File: src/dac_mode_pkg.sv
// constants for the dac mode control register bank
package dac_mode_pkg;
    // -----------------------------------------------------------------
    // control word layout
    // -----------------------------------------------------------------
    localparam int CW_RW_BIT = 15;
    localparam int CW_IDX_MSB = 14;
    localparam int CW_IDX_LSB = 8;
    localparam logic CW_WRITE = 1'b0;
    localparam logic CW_READ = 1'b1;
    // -----------------------------------------------------------------
    // register indices
    // -----------------------------------------------------------------
    localparam logic [6:0] IDX_LEFT_ATTEN = 7'h10;
    localparam logic [6:0] IDX_RIGHT_ATTEN = 7'h11;
    localparam logic [6:0] IDX_FMT_CTRL = 7'h12;
    localparam logic [6:0] IDX_OUT_OPTS = 7'h13;
    localparam logic [6:0] IDX_MODE_CFG = 7'h14;
    // -----------------------------------------------------------------
    // field positions
    // -----------------------------------------------------------------
    localparam int F_LOAD_GATE = 7;
    localparam int F_FMT_MSB = 6;
    localparam int F_FMT_LSB = 4;
    localparam int F_DMF_MSB = 3;
    localparam int F_DMF_LSB = 2;
    localparam int F_DME = 1;
    localparam int F_MUTE = 0;
    localparam int F_ATS_MSB = 6;
    localparam int F_ATS_LSB = 5;
    localparam int F_ONEBIT = 5;
    localparam int F_EXTFILT = 4;
    // -----------------------------------------------------------------
    // reset values and codes
    // -----------------------------------------------------------------
    localparam logic [7:0] ATTEN_RST = 8'hff;
    localparam logic [7:0] FMT_CTRL_RST = 8'h50;
    localparam logic [7:0] OUT_OPTS_RST = 8'h00;
    localparam logic [7:0] MODE_CFG_RST = 8'h00;
    localparam logic [7:0] ATTEN_MUTE_MAX = 8'h0e;
    localparam logic [7:0] ATTEN_ZERO = 8'h00;
    localparam logic [2:0] FMT_RSV_LO = 3'h6;
    localparam logic [6:0] MUTE_RAMP_STEPS = 7'h7f;
    // -----------------------------------------------------------------
    // timing
    // -----------------------------------------------------------------
    localparam int FRAME_RATE_HZ = 48000;
    localparam int CLK_HZ = 200000000;
    localparam int FRAME_CYCLES = CLK_HZ / FRAME_RATE_HZ;
    localparam int FRAME_CNT_W = 13;
endpackage : dac_mode_pkg

File: src/dac_mode_control_registers.sv
// mode control register bank with attenuator ramps
`timescale 1ns/1ps
module dac_mode_control_registers
    import dac_mode_pkg::*;
(
    input wire logic ref_clk_i,
    input wire logic resetn_i,
    input wire logic cmd_valid_i,
    input wire logic [15:0] cmd_word_i,
    output logic rd_valid_o,
    output logic [7:0] rd_data_o,
    output logic [7:0] left_applied_atten_o,
    output logic [7:0] right_applied_atten_o,
    output logic left_muted_o,
    output logic right_muted_o,
    output logic [2:0] audio_format_select_o,
    output logic format_reserved_o,
    output logic format_is_extfilt_o,
    output logic [1:0] deemph_rate_select_o,
    output logic deemph_enable_o,
    output logic [1:0] onebit_filter_perf_o,
    output logic [7:0] output_options_o,
    output logic onebit_mode_o,
    output logic external_filter_mode_o,
    output logic step_tick_o
);
    // -----------------------------------------------------------------
    // command decode
    // -----------------------------------------------------------------
    logic [6:0] cmd_idx;
    logic [7:0] cmd_data;
    logic wr_en;
    logic rd_en;
    logic [7:0] left_atten_code_q;
    logic [7:0] right_atten_code_q;
    logic [7:0] fmt_ctrl_q;
    logic [7:0] out_opts_q;
    logic [7:0] mode_cfg_q;
    logic [7:0] left_target_q;
    logic [7:0] right_target_q;
    logic [7:0] left_applied_q;
    logic [7:0] right_applied_q;
    logic [FRAME_CNT_W-1:0] frame_cnt_q;
    logic frame_tick;
    logic [2:0] div_cnt_q;
    logic [2:0] div_mask;
    logic step_tick;
    logic atten_load_gate;
    logic soft_mute;

    assign cmd_idx = cmd_word_i[CW_IDX_MSB:CW_IDX_LSB];
    assign cmd_data = cmd_word_i[7:0];
    assign wr_en = cmd_valid_i && (cmd_word_i[CW_RW_BIT] == CW_WRITE);
    assign rd_en = cmd_valid_i && (cmd_word_i[CW_RW_BIT] == CW_READ);
    assign atten_load_gate = fmt_ctrl_q[F_LOAD_GATE];
    assign soft_mute = fmt_ctrl_q[F_MUTE];

    // a code at or below the mute ceiling silences the channel
    function automatic logic is_mute_code(input logic [7:0] code);
        is_mute_code = (code <= ATTEN_MUTE_MAX);
    endfunction : is_mute_code

    // one half-dB step toward the target; codes under 15 collapse to zero
    function automatic logic [7:0] step_toward(input logic [7:0] cur, input logic [7:0] tgt);
        if (cur == tgt)
            step_toward = cur;
        else if (is_mute_code(tgt) && cur <= (ATTEN_MUTE_MAX + 8'h01))
            step_toward = ATTEN_ZERO;
        else if (cur < tgt)
            step_toward = is_mute_code(cur) ? ATTEN_MUTE_MAX + 8'h01 : cur + 8'h01;
        else
            step_toward = cur - 8'h01;
    endfunction : step_toward

    // -----------------------------------------------------------------
    // register writes
    // -----------------------------------------------------------------
    // one process per register keeps each write path easy to follow
    always_ff @(posedge ref_clk_i)
    begin
        if (!resetn_i)
            left_atten_code_q <= ATTEN_RST;
        else if (wr_en && (cmd_idx == IDX_LEFT_ATTEN))
            left_atten_code_q <= cmd_data;
    end

    always_ff @(posedge ref_clk_i)
    begin
        if (!resetn_i)
            right_atten_code_q <= ATTEN_RST;
        else if (wr_en && (cmd_idx == IDX_RIGHT_ATTEN))
            right_atten_code_q <= cmd_data;
    end

    always_ff @(posedge ref_clk_i)
    begin
        if (!resetn_i)
            fmt_ctrl_q <= FMT_CTRL_RST;
        else if (wr_en && (cmd_idx == IDX_FMT_CTRL))
            fmt_ctrl_q <= cmd_data;
    end

    always_ff @(posedge ref_clk_i)
    begin
        if (!resetn_i)
            out_opts_q <= OUT_OPTS_RST;
        else if (wr_en && (cmd_idx == IDX_OUT_OPTS))
            out_opts_q <= cmd_data;
    end

    // unmapped indices fall through every process and are dropped silently
    always_ff @(posedge ref_clk_i)
    begin
        if (!resetn_i)
            mode_cfg_q <= MODE_CFG_RST;
        else if (wr_en && (cmd_idx == IDX_MODE_CFG))
            mode_cfg_q <= cmd_data;
    end

    // -----------------------------------------------------------------
    // read-back
    // -----------------------------------------------------------------
    always_ff @(posedge ref_clk_i)
    begin
        if (!resetn_i)
            rd_valid_o <= 1'b0;
        else
            rd_valid_o <= rd_en;
    end

    // data holds between reads so a slow host may sample it late
    always_ff @(posedge ref_clk_i)
    begin
        if (!resetn_i)
            rd_data_o <= 8'h00;
        else
        begin
            if (rd_en)
            begin
                if (cmd_idx == IDX_LEFT_ATTEN)
                    rd_data_o <= left_atten_code_q;
                else if (cmd_idx == IDX_RIGHT_ATTEN)
                    rd_data_o <= right_atten_code_q;
                else if (cmd_idx == IDX_FMT_CTRL)
                    rd_data_o <= fmt_ctrl_q;
                else if (cmd_idx == IDX_OUT_OPTS)
                    rd_data_o <= out_opts_q;
                else if (cmd_idx == IDX_MODE_CFG)
                    rd_data_o <= mode_cfg_q;
                else
                    rd_data_o <= 8'h00;
            end
        end
    end

    // -----------------------------------------------------------------
    // frame rate and step divider
    // -----------------------------------------------------------------
    assign frame_tick = (frame_cnt_q == FRAME_CNT_W'(FRAME_CYCLES - 1));

    always_ff @(posedge ref_clk_i)
    begin
        if (!resetn_i)
            frame_cnt_q <= '0;
        else if (frame_tick)
            frame_cnt_q <= '0;
        else
            frame_cnt_q <= frame_cnt_q + FRAME_CNT_W'(1);
    end

    always_comb
    begin
        case (out_opts_q[F_ATS_MSB:F_ATS_LSB])
            2'b00: div_mask = 3'h0;
            2'b01: div_mask = 3'h1;
            2'b10: div_mask = 3'h3;
            default: div_mask = 3'h7;
        endcase
    end

    // every frame counts, every 1, 2, 4 or 8 frames makes a step
    assign step_tick = frame_tick && ((div_cnt_q & div_mask) == 3'h0);

    always_ff @(posedge ref_clk_i)
    begin
        if (!resetn_i)
            div_cnt_q <= 3'h0;
        else if (frame_tick)
            div_cnt_q <= div_cnt_q + 3'h1;
    end

    // -----------------------------------------------------------------
    // load gate: targets only follow the codes while the gate is open
    // -----------------------------------------------------------------
    always_ff @(posedge ref_clk_i)
    begin
        if (!resetn_i)
            left_target_q <= ATTEN_RST;
        else if (atten_load_gate)
            left_target_q <= left_atten_code_q;
    end

    always_ff @(posedge ref_clk_i)
    begin
        if (!resetn_i)
            right_target_q <= ATTEN_RST;
        else if (atten_load_gate)
            right_target_q <= right_atten_code_q;
    end

    // -----------------------------------------------------------------
    // applied level ramp; soft mute walks all the way down to zero
    // -----------------------------------------------------------------
    always_ff @(posedge ref_clk_i)
    begin
        if (!resetn_i)
            left_applied_q <= ATTEN_RST;
        else if (step_tick)
            // soft mute target zero keeps the step count within 256
            left_applied_q <= step_toward(left_applied_q,
                soft_mute ? ATTEN_ZERO : left_target_q);
    end

    always_ff @(posedge ref_clk_i)
    begin
        if (!resetn_i)
            right_applied_q <= ATTEN_RST;
        else if (step_tick)
            right_applied_q <= step_toward(right_applied_q,
                soft_mute ? ATTEN_ZERO : right_target_q);
    end

    // -----------------------------------------------------------------
    // registered outputs
    // -----------------------------------------------------------------
    always_ff @(posedge ref_clk_i)
    begin
        if (!resetn_i)
        begin
            left_applied_atten_o <= ATTEN_RST;
            left_muted_o <= 1'b0;
        end
        else
        begin
            left_applied_atten_o <= left_applied_q;
            left_muted_o <= is_mute_code(left_applied_q);
        end
    end

    always_ff @(posedge ref_clk_i)
    begin
        if (!resetn_i)
        begin
            right_applied_atten_o <= ATTEN_RST;
            right_muted_o <= 1'b0;
        end
        else
        begin
            right_applied_atten_o <= right_applied_q;
            right_muted_o <= is_mute_code(right_applied_q);
        end
    end

    // the tick copy lags one cycle; the applied level outputs change one cycle after it
    always_ff @(posedge ref_clk_i)
    begin
        if (!resetn_i)
            step_tick_o <= 1'b0;
        else
            step_tick_o <= step_tick;
    end

    always_ff @(posedge ref_clk_i)
    begin
        if (!resetn_i)
        begin
            audio_format_select_o <= FMT_CTRL_RST[F_FMT_MSB:F_FMT_LSB];
            format_reserved_o <= 1'b0;
            format_is_extfilt_o <= 1'b0;
            external_filter_mode_o <= 1'b0;
        end
        else
        begin
            audio_format_select_o <= fmt_ctrl_q[F_FMT_MSB:F_FMT_LSB];
            // reserved codes are flagged only in normal format mode
            format_reserved_o <= !mode_cfg_q[F_EXTFILT]
                && (fmt_ctrl_q[F_FMT_MSB:F_FMT_LSB] >= FMT_RSV_LO);
            format_is_extfilt_o <= mode_cfg_q[F_EXTFILT];
            external_filter_mode_o <= mode_cfg_q[F_EXTFILT];
        end
    end

    always_ff @(posedge ref_clk_i)
    begin
        if (!resetn_i)
        begin
            deemph_rate_select_o <= 2'b00;
            deemph_enable_o <= 1'b0;
            onebit_filter_perf_o <= 2'b00;
        end
        else
        begin
            // in one-bit mode the rate field steers the fir instead
            deemph_rate_select_o <= mode_cfg_q[F_ONEBIT] ? 2'b00
                : fmt_ctrl_q[F_DMF_MSB:F_DMF_LSB];
            onebit_filter_perf_o <= mode_cfg_q[F_ONEBIT]
                ? fmt_ctrl_q[F_DMF_MSB:F_DMF_LSB] : 2'b00;
            deemph_enable_o <= fmt_ctrl_q[F_DME];
        end
    end

    // option bits are passed on; apart from the ramp rate field that sets the step divider, their effects live outside this bank
    always_ff @(posedge ref_clk_i)
    begin
        if (!resetn_i)
        begin
            output_options_o <= OUT_OPTS_RST;
            onebit_mode_o <= 1'b0;
        end
        else
        begin
            output_options_o <= out_opts_q;
            onebit_mode_o <= mode_cfg_q[F_ONEBIT];
        end
    end
endmodule : dac_mode_control_registers

File: config.mk
export PLATFORM = sky130hd
export DESIGN_NAME = dac_mode_control_registers
export DESIGN_NICKNAME = d
export VERILOG_FILES = /design/src/dac_mode_pkg.sv /design/src/dac_mode_control_registers.sv
export SDC_FILE = /design/constraint.sdc
export NUM_CORES = 1
export LEC_CHECK = 0
export BUFFER_PORTS_ARGS = -buffer_cell sky130_fd_sc_hd__buf_2
export CAP_MARGIN = 20
export CORE_ASPECT_RATIO = 0.75
export CORE_MARGIN = 5
export CORE_UTILIZATION = 50
export CTS_BUF_LIST = sky130_fd_sc_hd__clkbuf_8
export DETAILED_ROUTE_END_ITERATION = 12
export PLACE_DENSITY = 0.7
export RECOVER_POWER = 100
export REMOVE_ABC_BUFFERS = 1
export SYNTH_ARGS = -nofsm -noshare
export SYNTH_HDL_FRONTEND = slang
export SYNTH_SLANG_ARGS = --single-unit
File: constraint.sdc
create_clock -name ref_clk_i -period 3.25 [get_ports ref_clk_i]
set_clock_uncertainty 0.15 [all_clocks]
set_input_delay 0 -clock ref_clk_i [delete_from_list [all_inputs] [get_ports ref_clk_i]]
set_output_delay 0 -clock ref_clk_i [all_outputs]
set_load 0.02 [all_outputs]
# Yosys cells after proc, flatten, opt, wreduce, memory -nomap -nowiden

Index checks and enable logic that the tools add are counted.
W data, S select, Z words.

Register bits: 135
Word-level logic and storage cells: 89

Add/subtract/negate cells: 6
$lt $le $gt $ge: 9
Equality and inequality tests: 10
Multiplexer cells: 14
Bitwise logic cells: 5
Reduce and logical (&&, ||, !) cells: 19

Operators with widths:

| operator                | count |
|---|---|
| $mux W8                 | 13 |
| $le A8 B4 Y1 const B    | 6 |
| $eq A7 B5 Y1 const B    | 5 |
| $add A8 B1 Y8 const B   | 2 |
| $eq A8 B8 Y1            | 2 |
| $lt A8 B8 Y1            | 2 |
| $sub A8 B1 Y8 const B   | 2 |
| $add A13 B1 Y13 const B | 1 |
| $eq A13 B13 Y1 const B  | 1 |
| $logic_and A1 B1 Y1     | 11 |
| $pmux W3 S3             | 1 |
| $reduce_and A2 Y1       | 3 |
| $not A1 Y1              | 4 |
| $reduce_or A2 Y1        | 2 |
| $add A3 B1 Y3 const B   | 1 |
| $and A3 B3 Y3           | 1 |
| $ge A3 B3 Y1 const B    | 1 |
| $logic_not A3 Y1        | 1 |
| $eq A2 B1 Y1 const B    | 1 |
| $eq A2 B2 Y1 const B    | 1 |
| $logic_not A2 Y1        | 1 |
| $logic_not A1 Y1        | 1 |

# Longest topological paths before layout

Gate-level depths: netlist of run 1.

Depth in word-level cells: 6
Gate-level depth with buffers: 12

# Worst setup path after synthesis of run 1

No wires, ideal clock.

Path kind: reg2reg
Start: register fmt_ctrl_q[0]
End: register left_applied_q[7]
Setup time: 0.073 ns
Arrival: 2.578 ns
Required time: 3.027 ns
Slack: 0.449 ns
Cell stages (with the launch flop): 12
Path buffers: 2
Path through: dfxtp_1 clkbuf_1 clkbuf_1 nand2b_1 ha_1 a21oi_1 nor2_1 a211oi_1 and2_1 mux2_2 or3b_1 o211ai_2

Longest elaborated chain between the ends: 4
Elaborated cells between the ends (all ways): 9
Classes of those cells: order compare: 2; eq/ne: 1; mux: 3; bitwise: 1; reduce/logical: 2

RTL lines:

| what                                                | RTL line                          | text |
|---|---|---|
| start: declaration                                  | dac_mode_control_registers.sv:36  | `logic [7:0] fmt_ctrl_q;` |
| start signal: assignment                            | dac_mode_control_registers.sv:100 | `fmt_ctrl_q <= cmd_data;` |
| $mux W8 (*)                                         | dac_mode_control_registers.sv:221 | `soft_mute ? ATTEN_ZERO : left_target_q);` |
| $lt A8 B8 Y1, or another cell as far along          | dac_mode_control_registers.sv:69  | `else if (cur < tgt)` |
| $mux W8, or another cell as far along               | dac_mode_control_registers.sv:69  |  |
| $mux W8 / $reduce_and A2 Y1 (equally long branches) | -                                 |  |
| end signal: assignment                              | dac_mode_control_registers.sv:220 | `left_applied_q <= step_toward(left_applied_q,` |
| end: declaration                                    | dac_mode_control_registers.sv:41  | `logic [7:0] left_applied_q;` |

Every way passes the cells marked *; elsewhere a longest branch is shown, timed or not.
A chain may end at the register's enable or synchronous reset.

# Worst setup path in the final report of run 1

Same ends and word-level chain as after synthesis.

==> results.json, run 1 <==
{
  "status": "finished clean",
  "cts_setup_buffers": 0,
  "numCtsBuffers": 17,
  "wirelength_mm": 14.6,
  "yosysMostFrequentCell": "dfxtp_1",
  "drive_above_1_share_pct": 8.49,
  "port_buffers": 66,
  "clkLatencyLatePin_ps": 440,
  "clk_pin_slew_worst_paths_ps": 90,
  "row_count": 34,
  "hold-worst-slack_ps": 111,
  "postSynthCellCount": 681,
  "rsz0062_at_grt": "false",
  "worstSetupStartpoint": "fmt_ctrl_q[0]",
  "async_reset_ff_share_pct": 0,
  "dp_hpwl_mm": 10.1,
  "leakagePower_nw": 2.76,
  "startpoint_type": "flip-flop",
  "first_pass_iters": 5,
  "synth_area_sq_um": 6090,
  "finish.utilization_pct": 59.3,
  "place.gp.congestion": 0.919,
  "tns_ps": 0,
  "io-pin-count": 67,
  "syn2layout_area_growth_pct": 14.2,
  "r2r-start": "fmt_ctrl_q[0]",
  "antenna_found_initial": 0,
  "synth-seq-cells": 135,
  "n_fill_cell": 1077,
  "setup_violations": 0,
  "peakVddDrop_mv": 0.264,
  "wl_per_cell_microns": 15.7,
  "detail-route-antenna-nets": 0,
  "grt_pass1_wl_mm": 24.6,
  "seq_area_frac_synth_pct": 44.4,
  "yosysWarnings": 0,
  "cts-root-buf": "clkbuf_8",
  "vias": 5075,
  "grt_util_all_layers_pct": 20.8,
  "coreArea_sq_um": 11700,
  "drt_iter0_drc": 346,
  "period_needed_ps": 2930,
  "path_max_fanout": 20,
  "synth_edf_count": 0,
  "path_class": "reg -> reg",
  "start_util_pct": 51.9,
  "dieHeight_microns": 106,
  "timing.rr.end": "left_applied_q[7]",
  "die_x_microns": 137,
  "max_freq_mhz": 341,
  "r2r_cells": 9,
  "syn_avg_cell_area_sq_um": 8.95,
  "relSlewSlack_pct": 3.08,
  "power_density_nw_per_um2": 456,
  "tightest_slew_ps": 1450,
  "htreeDepth": 4,
  "nNetsFinal": 797,
  "rrSetupSlack_ps": 320,
  "netlist_top_cells_area": "dfxtp_1 (44%), mux2i_1 (9.7%), nand2_1 (6.0%)",
  "gr-total-overflow": 0,
  "critPathCapture": "left_applied_q[7]",
  "clock_sinks": 135,
  "crit_arrival_ps": 3160,
  "grt_max_degree": 75,
  "grt_pass1_vias": 5077,
  "cp-end-kind": "flip-flop",
  "cts_resized": 0,
  "synth-main-ff-cell": "dfxtp_1",
  "yosysTopAreaCell": "dfxtp_1",
  "cts_tree": "built",
  "clockBufferDepth": 2,
  "slew_violations": 0,
  "yosysUniqueCellTypes": 60,
  "hold_violations": 0,
  "diodes": 0,
  "cp.required_ps": 3480,
  "drc": 0,
  "holdBufCountCts": 12,
  "synthTopCellsByCount": "dfxtp_1 (135), nand2_1 (97), nor2_1 (66)",
  "routed_via_density": 5.47,
  "fin_crit_sh_pct": 90.2,
  "synth_top_area_share_pct": 44.4,
  "hold_class": "in -> reg",
  "dieArea_sq_um": 14500,
  "maxCapViolCount": 0
}
[cell usage in the layout, fill, tap and decap left out, types with 19 or more instances in the layout]
cell,n
dfxtp_1,135
nor2_1,67
nand3_1,19
clkbuf_1,54
nand2b_1,26
ha_1,25
nand2_1,97
nor3_1,22
a21oi_1,40
mux2i_1,59
[routing by layer]
layer	vias up	routed length, microns	GRT usage (%)
li1	2520	-	-
met1	2401	7150	28.9
met2	135	6550	32.1
met3	19	702	4.05
met4	0	172	7.26
met5	-	0	0
[state kept, by name, indices dropped and copies added (netlist names), 2 cells and up]
| register | flops |
|---|---|
| onebit_filter_perf_o | 2 |
| left_atten_code_q | 8 |
| mode_cfg_q | 8 |
| div_cnt_q | 3 |
| left_applied_q | 8 |
| fmt_ctrl_q | 8 |
| out_opts_q | 8 |
| right_applied_q | 8 |
| right_target_q | 8 |
| rd_data_o | 8 |
| audio_format_select_o | 3 |
| left_target_q | 8 |
| output_options_o | 8 |
| frame_cnt_q | 13 |
| right_atten_code_q | 8 |
| deemph_rate_select_o | 2 |
| right_applied_atten_o | 8 |
| left_applied_atten_o | 8 |
[cells by family after synthesis]
kind of cell               after synthesis  synth area share [%]
and+or+nand+nor                        287                  23.2
DFF                                    135                  44.4
AOI/OAI and AO/OA                      105                  11.4
muxes                                   62                  10.2
buffers and inverters                   51                  3.33
adders and majority gates               25                  5.13
xor gates and xnor gates                16                  2.30
[layout make-up]
| class | instances | area, sq um | share of cell area, % |
|---|---|---|---|
| clock buffer | 18 | 248 | 3.56 |
| multi-input combinational | 495 | 3150 | 45.3 |
| timing repair buffer | 87 | 438 | 6.29 |
| inverter | 17 | 63.8 | 0.917 |
| sequential | 135 | 2700 | 38.8 |
| tap | 162 | 203 | 2.91 |
| clock inverter | 14 | 151 | 2.18 |
[worst min-delay path by stage]
| stage | depth (start not counted) | end | slack (ps) | from |
|---|---|---|---|---|
| 6_report | 5 | rd_data_o[3] | 110 | cmd_word_i[9] |
| 5_1_grt | 5 | rd_data_o[6] | 140 | cmd_word_i[9] |
| 4_1_cts | 5 | fmt_ctrl_q[6] | 50 | cmd_word_i[9] |
| 3_5_place_dp | 3 | left_atten_code_q[4] | 160 | cmd_word_i[4] |
| 3_3_place_gp | 3 | left_atten_code_q[4] | 150 | cmd_word_i[4] |
| 2_1_floorplan | 1 | fmt_ctrl_q[4] | -90 | resetn_i |
[worst max-delay path: stages (launching register included)]
cell and delay (ps):
dfxtp_1 650, nand2b_1 180, ha_1 240, a21oi_1 130, nor2_1 60, a211oi_1 420
and2_1 240, mux2_2 350, or3b_1 360, o211ai_1 90
[stage by stage]
stage / area [sq um] / total power (W) / worst slack (ps) / instances
6_report: 6960 / 0.00317 / 318 / 928
5_1_grt: 6960 / 0.00328 / 32.1 / 928
4_1_cts: 7070 / 0.00320 / 359 / 928
3_5_place_dp: 6560 / 0.00180 / 373 / 884
3_3_place_gp: 6560 / 0.00180 / 535 / 884
2_1_floorplan: 5950 / 0.00174 / 481 / 647
[where the power goes]
group / switching, W / internal (W) / leakage (nW) / total (W)
Clock: 0.000696 / 0.000707 / 0.199 / 0.00140
Sequential: 0.00000607 / 0.00166 / 1.09 / 0.00166
Combinational: 0.0000712 / 0.0000335 / 1.47 / 0.000105
Power figures use the tool's default switching activity.
==> run 2: changes to the inputs <==
- MAX_ROUTING_LAYER: not set -> met4
==> results.json, run 2 (same netlist as run 1, synthesis figures left out) <==
{
  "row_count": 34,
  "crit_slowest_cell": "dfxtp_1",
  "htreeDepth": 4,
  "drt_iter0_drc": 371,
  "period_needed_ps": 2960,
  "vias": 5226,
  "n_fill_cell": 1062,
  "regMostFlops": "frame_cnt_q",
  "largest_reg_flops": 13,
  "grt_pass1_wl_mm": 24.1,
  "cp-end-kind": "flip-flop",
  "rsz0062_at_grt": "false",
  "fin_crit_sh_pct": 91.2,
  "clkLatencyLatePin_ps": 440,
  "die_x_microns": 137,
  "leakagePower_nw": 2.83,
  "cts_setup_buffers": 0,
  "holdBufCountCts": 13,
  "path_buf_inv": 0,
  "setup_violations": 0,
  "path_max_fanout": 20,
  "power_density_nw_per_um2": 494,
  "worstSetupPathDepth": 9,
  "startpoint_type": "flip-flop",
  "cts_tree": "built",
  "io-pin-count": 67,
  "dpl_cell_area_sq_um": 6560,
  "max_freq_mhz": 337,
  "wirelength_mm": 14.7,
  "detail-route-antenna-nets": 0,
  "routed_via_density": 5.62,
  "dp_hpwl_mm": 10.1,
  "crit_chain": "nand2b_1, ha_1, a21oi_1, nor2_1, a211oi_1, and2_0, mux2_1, or3b_1, o211ai_2",
  "final_common_cell": "dfxtp_1",
  "hold_class": "in -> reg",
  "tightest_slew_ps": 1390,
  "first_pass_iters": 5,
  "regArea_sq_um": 2700,
  "port_buffers": 66,
  "p_total_w": 0.00352,
  "crit_arrival_ps": 3170,
  "cp.required_ps": 3460,
  "cts-root-buf": "clkbuf_8",
  "place.gp.congestion": 0.928,
  "cts_resized": 0,
  "tns_ps": 0,
  "clk_pin_slew_worst_paths_ps": 80,
  "drive_above_1_share_pct": 8.59,
  "gr-total-overflow": 0,
  "finish.utilization_pct": 60.6,
  "grt_max_degree": 57,
  "syn2layout_area_growth_pct": 16.7,
  "maxCapViolCount": 0,
  "grt_pass1_vias": 4930,
  "rrSetupSlack_ps": 290,
  "multiInputGateArea_sq_um": 3180,
  "peakVddDrop_mv": 0.267,
  "antenna_found_initial": 0,
  "slew_violations": 0,
  "numCtsBuffers": 17,
  "r2r_cells": 9,
  "placedCellCount": 885,
  "dieHeight_microns": 106,
  "start_util_pct": 51.9,
  "dieArea_sq_um": 14500,
  "nNetsFinal": 799,
  "wl_per_cell_microns": 15.8,
  "clockBufferDepth": 2,
  "hold_violations": 0,
  "final_cell_mix": "dfxtp_1 (135), nand2_1 (97), nor2_1 (67)",
  "drc": 0,
  "grt_util_all_layers_pct": 21.2,
  "path_class": "reg -> reg",
  "stdcell_count": 930,
  "final_area_sq_um": 7110,
  "clock_sinks": 135,
  "relSlewSlack_pct": 7.58,
  "critPathMaxStageDelay_ps": 650,
  "crit_family": "simple AND/OR/NAND/NOR gates",
  "diodes": 0,
  "holdPathStages": 5,
  "status": "finished clean",
  "coreArea_sq_um": 11700
}
==> run 2: changes by cell type in the layout (fill, tap and decap cells not counted), moves of 2 or more <==
cell | before | now
bufinv_16 | 2 | 7
clkinv_4 | 5 | 2
and2_0 | 6 | 8
and2_1 | 7 | 5
clkinv_2 | 3 | 1
inv_1 | 17 | 19
inv_6 | 2 | 0
nor4_4 | 0 | 2
==> run 2: power breakdown <==
group | total [W] | internal (W) | switching, W | leakage [nW]
Combinational | 0.000108 | 0.0000338 | 0.0000744 | 1.49
Clock | 0.00174 | 0.00108 | 0.000660 | 0.251
Sequential | 0.00166 | 0.00166 | 0.00000564 | 1.09
==> run 2: tightest hold or removal path: cells and delay by family <==
kind	cells	cell delay [ps]
compound gates	2	260
buf+inv	1	250
simple gates	2	170
==> run 2: worst paths after layout <==
path / start / endpoint
worst max-delay path: fmt_ctrl_q[0] / left_applied_q[7]
worst max register to register: fmt_ctrl_q[0] / left_applied_q[7]
worst min register to register: rd_data_o[5] / rd_data_o[5]
worst min-delay path: cmd_word_i[9] / rd_data_o[1]
==> run 2: metrics by stage <==
stage               hold slack, ps  setup slack, ps
global route                   154             78.6
detailed placement             159              376
global placement               144              518
finish                         133              286
floorplan                    -88.1              481
CTS                           73.6              354
==> run 2: layer usage <==
metal | vias up | track usage [%] | wire (microns)
met5 | - | - | 0
met2 | 187 | 32.2 | 6830
met3 | 24 | 5.24 | 893
met4 | 0 | 6.34 | 185
li1 | 2526 | - | -
met1 | 2489 | 27.8 | 6820
==> run 2: cell type report <==
| class | instances | area share, % |
|---|---|---|
| timing repair buffer | 89 | 6.42 |
| multi-input combinational | 495 | 44.7 |
| clock inverter | 14 | 3.59 |
| inverter | 17 | 0.897 |
| sequential | 135 | 38.0 |
| clock buffer | 18 | 3.48 |
| tap | 162 | 2.85 |
